**src/rtl/cmif_pkg.sv**
```systemverilog
package cmif_pkg;
   // register byte addresses, interface set 1 then set 2
   localparam logic [31:0] CMIF_IF1_MLO_ADR = 32'h4005_0028;
   localparam logic [31:0] CMIF_IF1_MHI_ADR = 32'h4005_002c;
   localparam logic [31:0] CMIF_IF1_ILO_ADR = 32'h4005_0030;
   localparam logic [31:0] CMIF_IF1_IHI_ADR = 32'h4005_0034;
   localparam logic [31:0] CMIF_IF2_MLO_ADR = 32'h4005_0088;
   localparam logic [31:0] CMIF_IF2_MHI_ADR = 32'h4005_008c;
   localparam logic [31:0] CMIF_IF2_ILO_ADR = 32'h4005_0090;
   localparam logic [31:0] CMIF_IF2_IHI_ADR = 32'h4005_0094;
   // reset values
   localparam logic [15:0] CMIF_MLO_RST = 16'hffff;
   localparam logic [12:0] CMIF_MHI_RST = 13'h1fff;
   localparam logic CMIF_DIRECTION_FILTER_ENABLE_RST = 1'b1;
   localparam logic CMIF_EXTENDED_FLAG_FILTER_ENABLE_RST = 1'b1;
   localparam logic CMIF_RSV13_VAL = 1'b1;
   localparam logic [15:0] CMIF_ILO_RST = 16'h0000;
   localparam logic [12:0] CMIF_IHI_RST = 13'h0000;
   localparam logic CMIF_FLAG_RST = 1'b0;
   // field positions inside the 16 live bits of a word
   localparam int CMIF_DIRECTION_FILTER_ENABLE_POS = 14;
   localparam int CMIF_EXTENDED_FLAG_FILTER_ENABLE_POS = 15;
   localparam int CMIF_DIR_POS = 13;
   localparam int CMIF_XTD_POS = 14;
   localparam int CMIF_VAL_POS = 15;
   // identifier bits a standard object compares (28:18)
   localparam logic [28:0] CMIF_STD_CARE = 29'h1ffc_0000;
   localparam logic [28:0] CMIF_ALL_CARE = 29'h1fff_ffff;
   localparam logic [15:0] CMIF_RSV_HI = 16'h0000;

   typedef enum logic [2:0] {
      CMIF_R_NONE, CMIF_R_MLO, CMIF_R_MHI, CMIF_R_ILO, CMIF_R_IHI
   } cmif_reg_type;

   typedef struct packed {
      logic extended_flag_filter_enable;
      logic direction_filter_enable;
      logic [28:0] mask;
   } cmif_mask_type;

   typedef struct packed {
      logic msgval;
      logic extended_ident_flag;
      logic dir;
      logic [28:0] id;
   } cmif_ident_type;
endpackage // cmif_pkg

```
**src/rtl/cmif_set_if.sv**
```systemverilog
interface cmif_set_if;
   import cmif_pkg::*;
   logic wr;
   cmif_reg_type sel;
   logic [15:0] wdata;
   logic [1:0] be;
   logic load;
   cmif_mask_type load_mask;
   cmif_mask_type mask;
   cmif_ident_type ident;
   modport ctrl (output wr, sel, wdata, be, load, load_mask,
                 input mask, ident);
   modport regs (input wr, sel, wdata, be, load, load_mask,
                 output mask, ident);
endinterface // cmif_set_if

```
**src/rtl/cmif_mask_id_low.sv**
```systemverilog
// Summary of operation
// - each set has a mask-low word, bits 15:0 mask identifier 15:0, reset all ones.
// - a mask bit of 0 never blocks a match, a 1 puts that identifier bit in the compare (for a standard object only bits 28:18).
// - each set has a mask-high word, bits 12:0 mask identifier 28:16, reset ones.
// - mask-high bit 14, reset 1, puts the direction flag in the compare when set.
// - mask-high bit 15, reset 1, puts the extended flag in the compare when set.
// - each set has an identifier-low word holding identifier 15:0, reset zero.
// - a standard-identifier object takes no notice of the identifier-low bits.
// - the two sets sit at separate addresses, their identifier-low words apart.
// - identifier 28:16 lives in the identifier-high word, 17:16 unused for standard.
// - extended flag set means the 29-bit identifier, clear means the 11-bit one.
// - the mask transfer bit moves mask and both enables between buffer and object.
module cmif_mask_id_low (
   // clock and reset
   input wire logic REF_CLK,
   input wire logic RESETN,
   // wishbone slave
   input wire logic CYC_I,
   input wire logic STB_I,
   input wire logic WE_I,
   input wire logic [31:0] ADR_I,
   input wire logic [3:0] SEL_I,
   input wire logic [31:0] DAT_I,
   output logic [31:0] DAT_O,
   output logic ACK_O,
   // message object mask transfer
   input wire logic MSG_XFER_STB,
   input wire logic MSG_XFER_SET,
   input wire logic MSG_XFER_TO_OBJ,
   input wire logic MSG_XFER_MASK,
   input wire cmif_pkg::cmif_mask_type MSG_OBJ_MASK_RD,
   output cmif_pkg::cmif_mask_type MSG_OBJ_MASK_WR,
   output logic MSG_OBJ_MASK_WE,
   // acceptance filtering
   input wire logic [28:0] RX_IDENT,
   input wire logic RX_XTD,
   input wire logic RX_DIR,
   output logic [1:0] RX_MATCH
);
   import cmif_pkg::*;

   localparam int NUM_SETS = 2;

   logic ack_r;
   logic [31:0] dat_r;
   logic [31:0] rd_nxt;
   logic wb_req;
   logic wb_wr;
   logic xfer_hit;
   logic obj_we_r;
   cmif_mask_type obj_wr_r;
   cmif_reg_type acc_reg;
   logic acc_set;
   cmif_mask_type mask_a [NUM_SETS];
   cmif_ident_type ident_a [NUM_SETS];
   logic [NUM_SETS-1:0] match_a;

   cmif_set_if sif [NUM_SETS] ();

   // register decode, shared by read and write paths
   function automatic cmif_reg_type reg_of(input logic [31:0] a);
      case (a)
         CMIF_IF1_MLO_ADR, CMIF_IF2_MLO_ADR: begin
            reg_of = CMIF_R_MLO;
         end
         CMIF_IF1_MHI_ADR, CMIF_IF2_MHI_ADR: begin
            reg_of = CMIF_R_MHI;
         end
         CMIF_IF1_ILO_ADR, CMIF_IF2_ILO_ADR: begin
            reg_of = CMIF_R_ILO;
         end
         CMIF_IF1_IHI_ADR, CMIF_IF2_IHI_ADR: begin
            reg_of = CMIF_R_IHI;
         end
         default: begin
            reg_of = CMIF_R_NONE;
         end
      endcase
   endfunction

   // set 2 occupies the upper block
   function automatic logic set_of(input logic [31:0] a);
      set_of = (a >= CMIF_IF2_MLO_ADR);
   endfunction

   assign acc_reg = reg_of(ADR_I);
   assign acc_set = set_of(ADR_I);
   assign wb_req = CYC_I && STB_I;
   // a write lands on the edge that samples ack high
   assign wb_wr = wb_req && WE_I && ack_r;
   assign xfer_hit = MSG_XFER_STB && MSG_XFER_MASK;

   genvar g;
   generate
      for (g = 0; g < NUM_SETS; g = g + 1) begin : g_set
         // separate set decode
         assign sif[g].wr = wb_wr && (acc_set == 1'(g));
         assign sif[g].sel = acc_reg;
         assign sif[g].wdata = DAT_I[15:0];
         assign sif[g].be = SEL_I[1:0];
         // object load
         // the handler owns the object, so its load beats a bus write
         assign sif[g].load = xfer_hit && !MSG_XFER_TO_OBJ
                              && (MSG_XFER_SET == 1'(g));
         assign sif[g].load_mask = MSG_OBJ_MASK_RD;
         assign mask_a[g] = sif[g].mask;
         assign ident_a[g] = sif[g].ident;

         cmif_if_set u_set (
            .ref_clk(REF_CLK),
            .resetn(RESETN),
            .bus(sif[g])
         );

         cmif_accept_filter u_filt (
            .ref_clk(REF_CLK),
            .resetn(RESETN),
            .mask(mask_a[g]),
            .ident(ident_a[g]),
            .rx_id(RX_IDENT),
            .rx_xtd(RX_XTD),
            .rx_dir(RX_DIR),
            .match(match_a[g])
         );
      end
   endgenerate

   // read data
   // read mux, upper half always zero
   always_comb begin
      cmif_mask_type m;
      cmif_ident_type i;
      m = mask_a[acc_set];
      i = ident_a[acc_set];
      rd_nxt = '0;
      case (acc_reg)
         CMIF_R_MLO: begin
            rd_nxt = {CMIF_RSV_HI, m.mask[15:0]};
         end
         CMIF_R_MHI: begin
            rd_nxt = {CMIF_RSV_HI, m.extended_flag_filter_enable, m.direction_filter_enable, CMIF_RSV13_VAL,
                      m.mask[28:16]};
         end
         CMIF_R_ILO: begin
            rd_nxt = {CMIF_RSV_HI, i.id[15:0]};
         end
         // identifier 28:16 with its flags
         CMIF_R_IHI: begin
            rd_nxt = {CMIF_RSV_HI, i.msgval, i.extended_ident_flag, i.dir, i.id[28:16]};
         end
         default: begin
            rd_nxt = '0;
         end
      endcase
   end

   // one wait state; unmapped addresses still answer with zero
   always_ff @(posedge REF_CLK) begin
      if (!RESETN) begin
         ack_r <= 1'b0;
      end else begin
         ack_r <= wb_req && !ack_r;
      end
   end

   always_ff @(posedge REF_CLK) begin
      if (!RESETN) begin
         dat_r <= '0;
      end else if (wb_req && !ack_r) begin
         dat_r <= rd_nxt;
      end
   end

   // mask write-out
   // a registered snapshot, so a bus write in the next cycle cannot tear it
   always_ff @(posedge REF_CLK) begin
      if (!RESETN) begin
         obj_we_r <= 1'b0;
         obj_wr_r <= '0;
      end else begin
         obj_we_r <= xfer_hit && MSG_XFER_TO_OBJ;
         if (xfer_hit && MSG_XFER_TO_OBJ) begin
            obj_wr_r <= mask_a[MSG_XFER_SET];
         end
      end
   end

   assign ACK_O = ack_r;
   assign DAT_O = dat_r;
   assign MSG_OBJ_MASK_WE = obj_we_r;
   assign MSG_OBJ_MASK_WR = obj_wr_r;
   assign RX_MATCH = match_a;

   property p_rsv_zero;
      @(posedge REF_CLK) disable iff (!RESETN)
      ACK_O |-> DAT_O[31:16] == CMIF_RSV_HI;
   endproperty
   a_rsv_zero: assert property (p_rsv_zero)
      else $error("reserved upper bits read nonzero");

   property p_ack_pulse;
      @(posedge REF_CLK) disable iff (!RESETN)
      ACK_O |=> !ACK_O;
   endproperty
   a_ack_pulse: assert property (p_ack_pulse)
      else $error("ack held longer than one cycle");

   property p_ack_time;
      @(posedge REF_CLK) disable iff (!RESETN)
      (wb_req && !ACK_O) |=> ACK_O;
   endproperty
   a_ack_time: assert property (p_ack_time)
      else $error("ack not given one cycle after request");

   property p_set_split;
      @(posedge REF_CLK) disable iff (!RESETN)
      (wb_wr && ADR_I == CMIF_IF2_ILO_ADR && !sif[0].load)
         |=> $stable(ident_a[0]);
   endproperty
   a_set_split: assert property (p_set_split)
      else $error("set 2 write changed set 1 identifier");

   property p_read_mlo;
      @(posedge REF_CLK) disable iff (!RESETN)
      (wb_req && !ACK_O && !WE_I && ADR_I == CMIF_IF1_MLO_ADR)
         |=> DAT_O[15:0] == $past(mask_a[0].mask[15:0]);
   endproperty
   a_read_mlo: assert property (p_read_mlo)
      else $error("mask low read data wrong");

   property p_write_ilo;
      @(posedge REF_CLK) disable iff (!RESETN)
      (wb_wr && ADR_I == CMIF_IF1_ILO_ADR && SEL_I[1:0] == 2'h3)
         |=> ident_a[0].id[15:0] == $past(DAT_I[15:0]);
   endproperty
   a_write_ilo: assert property (p_write_ilo)
      else $error("identifier low write lost");

   property p_write_ihi;
      @(posedge REF_CLK) disable iff (!RESETN)
      (wb_wr && ADR_I == CMIF_IF2_IHI_ADR && SEL_I[1:0] == 2'h3)
         |=> ident_a[1].id[28:16] == $past(DAT_I[12:0])
             && ident_a[1].extended_ident_flag == $past(DAT_I[CMIF_XTD_POS]);
   endproperty
   a_write_ihi: assert property (p_write_ihi)
      else $error("identifier high write lost");

   property p_xfer_out;
      @(posedge REF_CLK) disable iff (!RESETN)
      (xfer_hit && MSG_XFER_TO_OBJ) |=> MSG_OBJ_MASK_WE
         && MSG_OBJ_MASK_WR == $past(mask_a[MSG_XFER_SET]);
   endproperty
   a_xfer_out: assert property (p_xfer_out)
      else $error("mask not written out to object");

   property p_xfer_in;
      @(posedge REF_CLK) disable iff (!RESETN)
      (xfer_hit && !MSG_XFER_TO_OBJ && !MSG_XFER_SET)
         |=> mask_a[0] == $past(MSG_OBJ_MASK_RD);
   endproperty
   a_xfer_in: assert property (p_xfer_in)
      else $error("object mask not loaded into buffer");

   property p_no_xfer;
      @(posedge REF_CLK) disable iff (!RESETN)
      (MSG_XFER_STB && !MSG_XFER_MASK) |=> !MSG_OBJ_MASK_WE;
   endproperty
   a_no_xfer: assert property (p_no_xfer)
      else $error("write-out without the mask transfer bit");

   property p_mhi_fixed;
      @(posedge REF_CLK) disable iff (!RESETN)
      (wb_req && !ACK_O && !WE_I && acc_reg == CMIF_R_MHI)
         |=> DAT_O[13] == CMIF_RSV13_VAL;
   endproperty
   a_mhi_fixed: assert property (p_mhi_fixed)
      else $error("mask high reserved bit not read as one");

   property p_unmapped;
      @(posedge REF_CLK) disable iff (!RESETN)
      (wb_req && !ACK_O && acc_reg == CMIF_R_NONE) |=> DAT_O == '0;
   endproperty
   a_unmapped: assert property (p_unmapped)
      else $error("unmapped address read nonzero");

   property p_write_mlo;
      @(posedge REF_CLK) disable iff (!RESETN)
      (wb_wr && ADR_I == CMIF_IF2_MLO_ADR && SEL_I[1:0] == 2'h3
         && !sif[1].load)
         |=> mask_a[1].mask[15:0] == $past(DAT_I[15:0]);
   endproperty
   a_write_mlo: assert property (p_write_mlo)
      else $error("set 2 mask low write lost");

   c_write: cover property (@(posedge REF_CLK) disable iff (!RESETN)
      wb_wr && acc_reg == CMIF_R_MHI);
   c_read: cover property (@(posedge REF_CLK) disable iff (!RESETN)
      ACK_O && !WE_I && acc_set);
   c_xfer: cover property (@(posedge REF_CLK) disable iff (!RESETN)
      xfer_hit ##1 xfer_hit);
   c_load: cover property (@(posedge REF_CLK) disable iff (!RESETN)
      xfer_hit && !MSG_XFER_TO_OBJ);
endmodule // cmif_mask_id_low

```
**src/rtl/cmif_if_set.sv**
```systemverilog
module cmif_if_set (
   // clock and reset
   input wire logic ref_clk,
   input wire logic resetn,
   // register access and object transfer
   cmif_set_if.regs bus
);
   import cmif_pkg::*;

   logic [15:0] mlo_r;
   logic [12:0] mhi_r;
   logic direction_filter_enable_r;
   logic extended_flag_filter_enable_r;
   logic [15:0] ilo_r;
   logic [12:0] ihi_r;
   logic dir_r;
   logic xtd_r;
   logic val_r;
   logic [15:0] mhi_nxt;
   logic [15:0] ihi_nxt;

   function automatic logic [15:0] merge(input logic [15:0] old,
      input logic [15:0] nw, input logic [1:0] be);
      merge = {be[1] ? nw[15:8] : old[15:8], be[0] ? nw[7:0] : old[7:0]};
   endfunction

   assign mhi_nxt = merge({extended_flag_filter_enable_r, direction_filter_enable_r, CMIF_RSV13_VAL, mhi_r},
                          bus.wdata, bus.be);
   assign ihi_nxt = merge({val_r, xtd_r, dir_r, ihi_r}, bus.wdata, bus.be);

   // object load beats a bus write in the same cycle
   always_ff @(posedge ref_clk) begin
      if (!resetn) begin
         mlo_r <= CMIF_MLO_RST;
      end else if (bus.load) begin
         mlo_r <= bus.load_mask.mask[15:0];
      end else if (bus.wr && bus.sel == CMIF_R_MLO) begin
         mlo_r <= merge(mlo_r, bus.wdata, bus.be);
      end
   end

   always_ff @(posedge ref_clk) begin
      if (!resetn) begin
         mhi_r <= CMIF_MHI_RST;
         direction_filter_enable_r <= CMIF_DIRECTION_FILTER_ENABLE_RST;
         extended_flag_filter_enable_r <= CMIF_EXTENDED_FLAG_FILTER_ENABLE_RST;
      end else if (bus.load) begin
         mhi_r <= bus.load_mask.mask[28:16];
         direction_filter_enable_r <= bus.load_mask.direction_filter_enable;
         extended_flag_filter_enable_r <= bus.load_mask.extended_flag_filter_enable;
      end else if (bus.wr && bus.sel == CMIF_R_MHI) begin
         mhi_r <= mhi_nxt[12:0];
         direction_filter_enable_r <= mhi_nxt[CMIF_DIRECTION_FILTER_ENABLE_POS];
         extended_flag_filter_enable_r <= mhi_nxt[CMIF_EXTENDED_FLAG_FILTER_ENABLE_POS];
      end
   end

   always_ff @(posedge ref_clk) begin
      if (!resetn) begin
         ilo_r <= CMIF_ILO_RST;
         ihi_r <= CMIF_IHI_RST;
         dir_r <= CMIF_FLAG_RST;
         xtd_r <= CMIF_FLAG_RST;
         val_r <= CMIF_FLAG_RST;
      end else if (bus.wr && bus.sel == CMIF_R_ILO) begin
         ilo_r <= merge(ilo_r, bus.wdata, bus.be);
      end else if (bus.wr && bus.sel == CMIF_R_IHI) begin
         ihi_r <= ihi_nxt[12:0];
         dir_r <= ihi_nxt[CMIF_DIR_POS];
         xtd_r <= ihi_nxt[CMIF_XTD_POS];
         val_r <= ihi_nxt[CMIF_VAL_POS];
      end
   end

   assign bus.mask = {extended_flag_filter_enable_r, direction_filter_enable_r, mhi_r, mlo_r};
   assign bus.ident = {val_r, xtd_r, dir_r, ihi_r, ilo_r};

   property p_mlo_rst;
      @(posedge ref_clk) disable iff (!resetn)
      $rose(resetn) |-> mlo_r == CMIF_MLO_RST;
   endproperty
   a_mlo_rst: assert property (p_mlo_rst)
      else $error("mask low not all ones after reset");

   property p_mhi_rst;
      @(posedge ref_clk) disable iff (!resetn)
      $rose(resetn) |-> mhi_r == CMIF_MHI_RST && direction_filter_enable_r && extended_flag_filter_enable_r;
   endproperty
   a_mhi_rst: assert property (p_mhi_rst)
      else $error("mask high or enables wrong after reset");

   property p_ilo_rst;
      @(posedge ref_clk) disable iff (!resetn)
      $rose(resetn) |-> ilo_r == CMIF_ILO_RST;
   endproperty
   a_ilo_rst: assert property (p_ilo_rst)
      else $error("identifier low not zero after reset");
endmodule // cmif_if_set

```
**src/rtl/cmif_accept_filter.sv**
```systemverilog
module cmif_accept_filter (
   // clock and reset
   input wire logic ref_clk,
   input wire logic resetn,
   // object settings
   input wire cmif_pkg::cmif_mask_type mask,
   input wire cmif_pkg::cmif_ident_type ident,
   // received frame
   input wire logic [28:0] rx_id,
   input wire logic rx_xtd,
   input wire logic rx_dir,
   output logic match
);
   import cmif_pkg::*;

   logic [28:0] care;
   logic id_ok;
   logic xtd_ok;
   logic dir_ok;

   assign care = mask.mask & (ident.extended_ident_flag ? CMIF_ALL_CARE : CMIF_STD_CARE);
   assign id_ok = ((rx_id ^ ident.id) & care) == '0;
   assign xtd_ok = !mask.extended_flag_filter_enable || (rx_xtd == ident.extended_ident_flag);
   assign dir_ok = !mask.direction_filter_enable || (rx_dir == ident.dir);

   always_ff @(posedge ref_clk) begin
      if (!resetn) begin
         match <= 1'b0;
      end else begin
         match <= id_ok && xtd_ok && dir_ok;
      end
   end

   property p_open_mask;
      @(posedge ref_clk) disable iff (!resetn)
      (mask == '0) |=> match;
   endproperty
   a_open_mask: assert property (p_open_mask)
      else $error("all-zero mask failed to match");

   property p_dir_block;
      @(posedge ref_clk) disable iff (!resetn)
      (mask.direction_filter_enable && rx_dir != ident.dir) |=> !match;
   endproperty
   a_dir_block: assert property (p_dir_block)
      else $error("direction mismatch matched with enable set");

   property p_xtd_block;
      @(posedge ref_clk) disable iff (!resetn)
      (mask.extended_flag_filter_enable && rx_xtd != ident.extended_ident_flag) |=> !match;
   endproperty
   a_xtd_block: assert property (p_xtd_block)
      else $error("extended flag mismatch matched with enable set");

   property p_std_low;
      @(posedge ref_clk) disable iff (!resetn)
      (!ident.extended_ident_flag && rx_id[28:18] == ident.id[28:18]
         && rx_xtd == ident.extended_ident_flag && rx_dir == ident.dir) |=> match;
   endproperty
   a_std_low: assert property (p_std_low)
      else $error("standard object blocked by low identifier bits");

   property p_ext_full;
      @(posedge ref_clk) disable iff (!resetn)
      (ident.extended_ident_flag && mask.mask == CMIF_ALL_CARE && rx_id != ident.id)
         |=> !match;
   endproperty
   a_ext_full: assert property (p_ext_full)
      else $error("extended object matched a different identifier");

   c_match: cover property (@(posedge ref_clk) disable iff (!resetn)
      $rose(match));
endmodule // cmif_accept_filter

```
**config.mk**
```make
export PLATFORM = sky130hd
export DESIGN_NAME = cmif_mask_id_low
export DESIGN_NICKNAME = d
export VERILOG_FILES = /design/src/rtl/cmif_pkg.sv /design/src/rtl/cmif_set_if.sv /design/src/rtl/cmif_mask_id_low.sv /design/src/rtl/cmif_if_set.sv /design/src/rtl/cmif_accept_filter.sv
export SDC_FILE = /design/constraint.sdc
export NUM_CORES = 1
export LEC_CHECK = 0
export ABC_AREA = 1
export BUFFER_PORTS_ARGS = -buffer_cell sky130_fd_sc_hd__buf_4
export CAP_MARGIN = 30
export CORE_ASPECT_RATIO = 1.5
export CORE_UTILIZATION = 60
export DETAILED_ROUTE_END_ITERATION = 12
export PLACE_DENSITY = 0.85
export SLEW_MARGIN = 40
export SYNTH_ARGS = -nofsm -noshare
export SYNTH_HDL_FRONTEND = slang
export SYNTH_SLANG_ARGS = --single-unit
export TNS_END_PERCENT = 1
```
**constraint.sdc**
```tcl
create_clock -name REF_CLK -period 4.5 [get_ports REF_CLK]
set_input_delay 0 -clock REF_CLK [delete_from_list [all_inputs] [get_ports REF_CLK]]
set_output_delay 0 -clock REF_CLK [all_outputs]
set_load 0.1 [all_outputs]
```
==> flow_summary.json <==
{
  "status": "complete, but fails checks",
  "violations": "negative hold slack",
  "path_clk_slew_ns": 0.07,
  "place_congestion": 1.00,
  "cp.buffers_inverters": 3,
  "synthFlopType": "dfxtp_1",
  "vias": 11897,
  "finalNetCount": 1933,
  "crit_chain": "buf_4, nor3_1, nand3_1, nand2_1, nand2_2, inv_2, nand2_1, nor2_2, nand2_1, o21ai_0, nor2_1, dlygate4sd3_1",
  "end_kind": "register",
  "rrSetupSlack_ns": 1.70,
  "setup_viol": 0,
  "required_ns": 4.82,
  "yosysSeqAreaShare_pct": 34.9,
  "drv_slew": 0,
  "die_w_um": 108,
  "boundaryPins": 206,
  "min_period_ns": 3.05,
  "vdd_drop_max_mv": 0.343,
  "post_cts_buffers": 0,
  "ant_nets": 0,
  "cts_buffers": 17,
  "power_mw": 3.81,
  "path_max_fanout": 14,
  "drc": 0,
  "rows": 57,
  "start_util_pct": 62.0,
  "cts_resized": 0,
  "p_per_area_nw_per_um2": 307,
  "htreeDepth": 4,
  "finalHoldViolCount": 1,
  "finalCritPeriodShare_pct": 67.8,
  "path_class": "in2reg",
  "tns_ns": 0,
  "area_growth_pct": 22.3,
  "drt-total-wl_um": 38500,
  "synth_top_cells_by_count": "436 x nand2_1, 227 x nand3_1, 180 x inv_1, 177 x dfxtp_1, 150 x o21ai_0",
  "reg2reg_from": "ACK_O$_SDFF_PN0_",
  "worstSetupEndpoint": "g_set[0].u_set.ilo_r[0]$_SDFFE_PN0P_",
  "synth_cells": 1635,
  "drive_gt1_share_pct": 13.4,
  "detail_route.iter0.violations": 1441,
  "grt_overflow": 0,
  "cp_num_cells": 12,
  "slowest_stage": "nor2_2",
  "synth.largest_area_cell": "dfxtp_1",
  "worst_pin_slew_ns": 0.829,
  "cpLargestDelayFamily": "simple AND/OR/NAND/NOR gates",
  "clock.fmax_ghz": 0.328,
  "synth_area_um2": 10200,
  "core_area_um2": 16400,
  "grt_pass1_vias": 10887,
  "synth_most_common_cell": "nand2_1",
  "hold_slack_ns": -0.00270,
  "ctsRootBufferMaster": "clkbuf_16",
  "die_y_um": 161,
  "cts_sinks": 177,
  "holdCritPathClass": "in2reg",
  "holdBufCountCts": 45,
  "dpl.hpwl_um": 26500,
  "critical_path.max_stage_delay_ns": 0.73,
  "r2r_cells": 8,
  "clock_path_buffers": 2,
  "grtUsageTotal_pct": 44.5,
  "dr.pass1.iters": 8,
  "yosys_warnings": 0,
  "viasPerCell": 5.91,
  "routedWlPerCell_um": 19.1,
  "fillers": 1348,
  "grt_pass1_wl_um": 58000,
  "finalClockSkew_ns": 0.0131,
  "leakage_nw": 6.27,
  "cp_common_cell": "nand2_1",
  "antenna_found_initial": 2,
  "grt_max_degree": 81,
  "crit_arrival_ns": 3.37,
  "yosysUniqueCellTypes": 35,
  "cp-startpoint": "ADR_I[1]",
  "start_kind": "input pin",
  "synth-async-reset-ratio_pct": 0,
  "cts_tree": "built",
  "synth-edff-count": 0,
  "synth_area_leaders": "dfxtp_1 35%, nand2_1 16%, nand3_1 11%, o21ai_0 7.4%, inv_1 6.6%",
  "insertion_delay_ns": 0.44,
  "maxSlewHeadroom_pct": 44.6,
  "rsz0062_at_grt": "no",
  "r2r-end": "g_set[0].u_set.ilo_r[0]$_SDFFE_PN0P_",
  "synth_top_area_share_pct": 34.9,
  "portBuffers": 171,
  "syn_area_per_cell_um2": 6.22,
  "maxCapViolCount": 0,
  "ys_ff_latch": 177,
  "final_util_pct": 75.8,
  "dieArea_um2": 17500
}
==> report_power, final <==
group          switching [mW]  internal [mW]
sequential             0.0264           1.60
combinational           0.477          0.200
clock                   0.666          0.847
==> routing by layer <==
layer / vias to the layer above / share of wire (%) / track usage [%]
met5: - / 0.034 / 0
met2: 765 / 46 / 71.7
met1: 5318 / 36 / 52.9
met4: 2 / 7.3 / 30.0
met3: 174 / 11 / 8.76
li1: 5638 / - / -
==> placed cells by master (no fill, tap or decap), drive strengths merged <==
master / synthesis / layout
xor2: 1 / 1
bufinv: 0 / 2
dfxtp: 177 / 177
o21ai: 167 / 167
o21bai: 14 / 14
a21o: 1 / 1
nand3b: 2 / 2
nand4: 6 / 6
conb: 1 / 16
a21oi: 112 / 112
nor4: 12 / 12
nor3: 20 / 20
nand3: 227 / 227
nor2: 105 / 105
clkinvlp: 0 / 1
dlygate4sd3: 0 / 45
or4: 1 / 1
clkbuf: 62 / 20
clkinv: 0 / 3
o21a: 4 / 4
or2: 2 / 2
a2111oi: 1 / 1
a211oi: 41 / 41
xnor2: 3 / 3
o2111ai: 2 / 2
nand2: 442 / 442
o211ai: 2 / 2
inv: 190 / 196
buf: 40 / 182
diode: 0 / 1
==> metrics by stage <==
step | worst slack (ns) | instances | cell area, um2 | hold slack [ns]
floorplan | 2.38 | 1650 | 10200 | 0.135
finish | 1.45 | 2014 | 12400 | -0.00270
detailed placement | 1.65 | 1936 | 11400 | 0.326
CTS | 1.67 | 2013 | 12400 | 0.00342
global route | 1.37 | 2014 | 12400 | 0.0134
global placement | 1.68 | 1936 | 11400 | 0.322
==> worst reg2reg max path: cells and delay by family, from the launching register on <==
kind,cells,cell delay [ns]
DFF,1,0.37
AOI/OAI and AO/OA,1,0.31
and+or+nand+nor,5,1.33
buffers and inverters,2,0.68
==> layout make-up <==
class	instances	area, um2	share of cell area (%)
well taps	206	258	2.07
diodes	1	2.50	0.0201
clock buffers	20	447	3.59
flip-flops and latches	177	3540	28.5
multi-input cells	1181	5510	44.3
clock inverters	12	144	1.16
inverters	190	713	5.74
repair buffers	227	1820	14.6
==> cell families after synthesis <==
family,Yosys count,share of synthesized area (%)
and+or+nand+nor,817,34.4
AOI/OAI and AO/OA,344,18.6
buffers and inverters,292,11.8
DFF,177,34.9
xor gates and xnor gates,4,0.345
other,1,0.0369
==> flip-flops by register name, indices dropped and copies added, names as in the netlist, 2 cells and up <==
signal and count:
g_set.u_set.mlo_r 32, g_set.u_set.ihi_r 26, g_set.u_set.mhi_r 26, g_set.u_set.ilo_r 32, g_set.u_set.xtd_r 2, MSG_OBJ_MASK_WR 31
g_set.u_set.dir_r 2, DAT_O 16, g_set.u_filt.match 2, g_set.u_set.direction_filter_enable_r 2, g_set.u_set.extended_flag_filter_enable_r 2, g_set.u_set.val_r 2
==> worst min path at each step <==
stage | from | cells after the start | slack, ns | endpoint
after floorplan | DAT_I[13] | 2 | 0.13 | g_set[1].u_set.ilo_r[13]$_SDFFE_PN0P_
after detailed placement | DAT_I[0] | 3 | 0.33 | g_set[0].u_set.ilo_r[0]$_SDFFE_PN0P_
after CTS | MSG_OBJ_MASK_RD[7] | 5 | 0.003 | g_set[1].u_set.mlo_r[7]$_SDFFE_PN1P_
after global routing | MSG_OBJ_MASK_RD[13] | 5 | 0.01 | g_set[1].u_set.mlo_r[13]$_SDFFE_PN1P_
after global placement | DAT_I[0] | 3 | 0.32 | g_set[0].u_set.ilo_r[0]$_SDFFE_PN0P_
final | MSG_OBJ_MASK_RD[7] | 5 | -0.003 | g_set[1].u_set.mlo_r[7]$_SDFFE_PN1P_
Note: power is estimated with default switching activity, not from simulation.
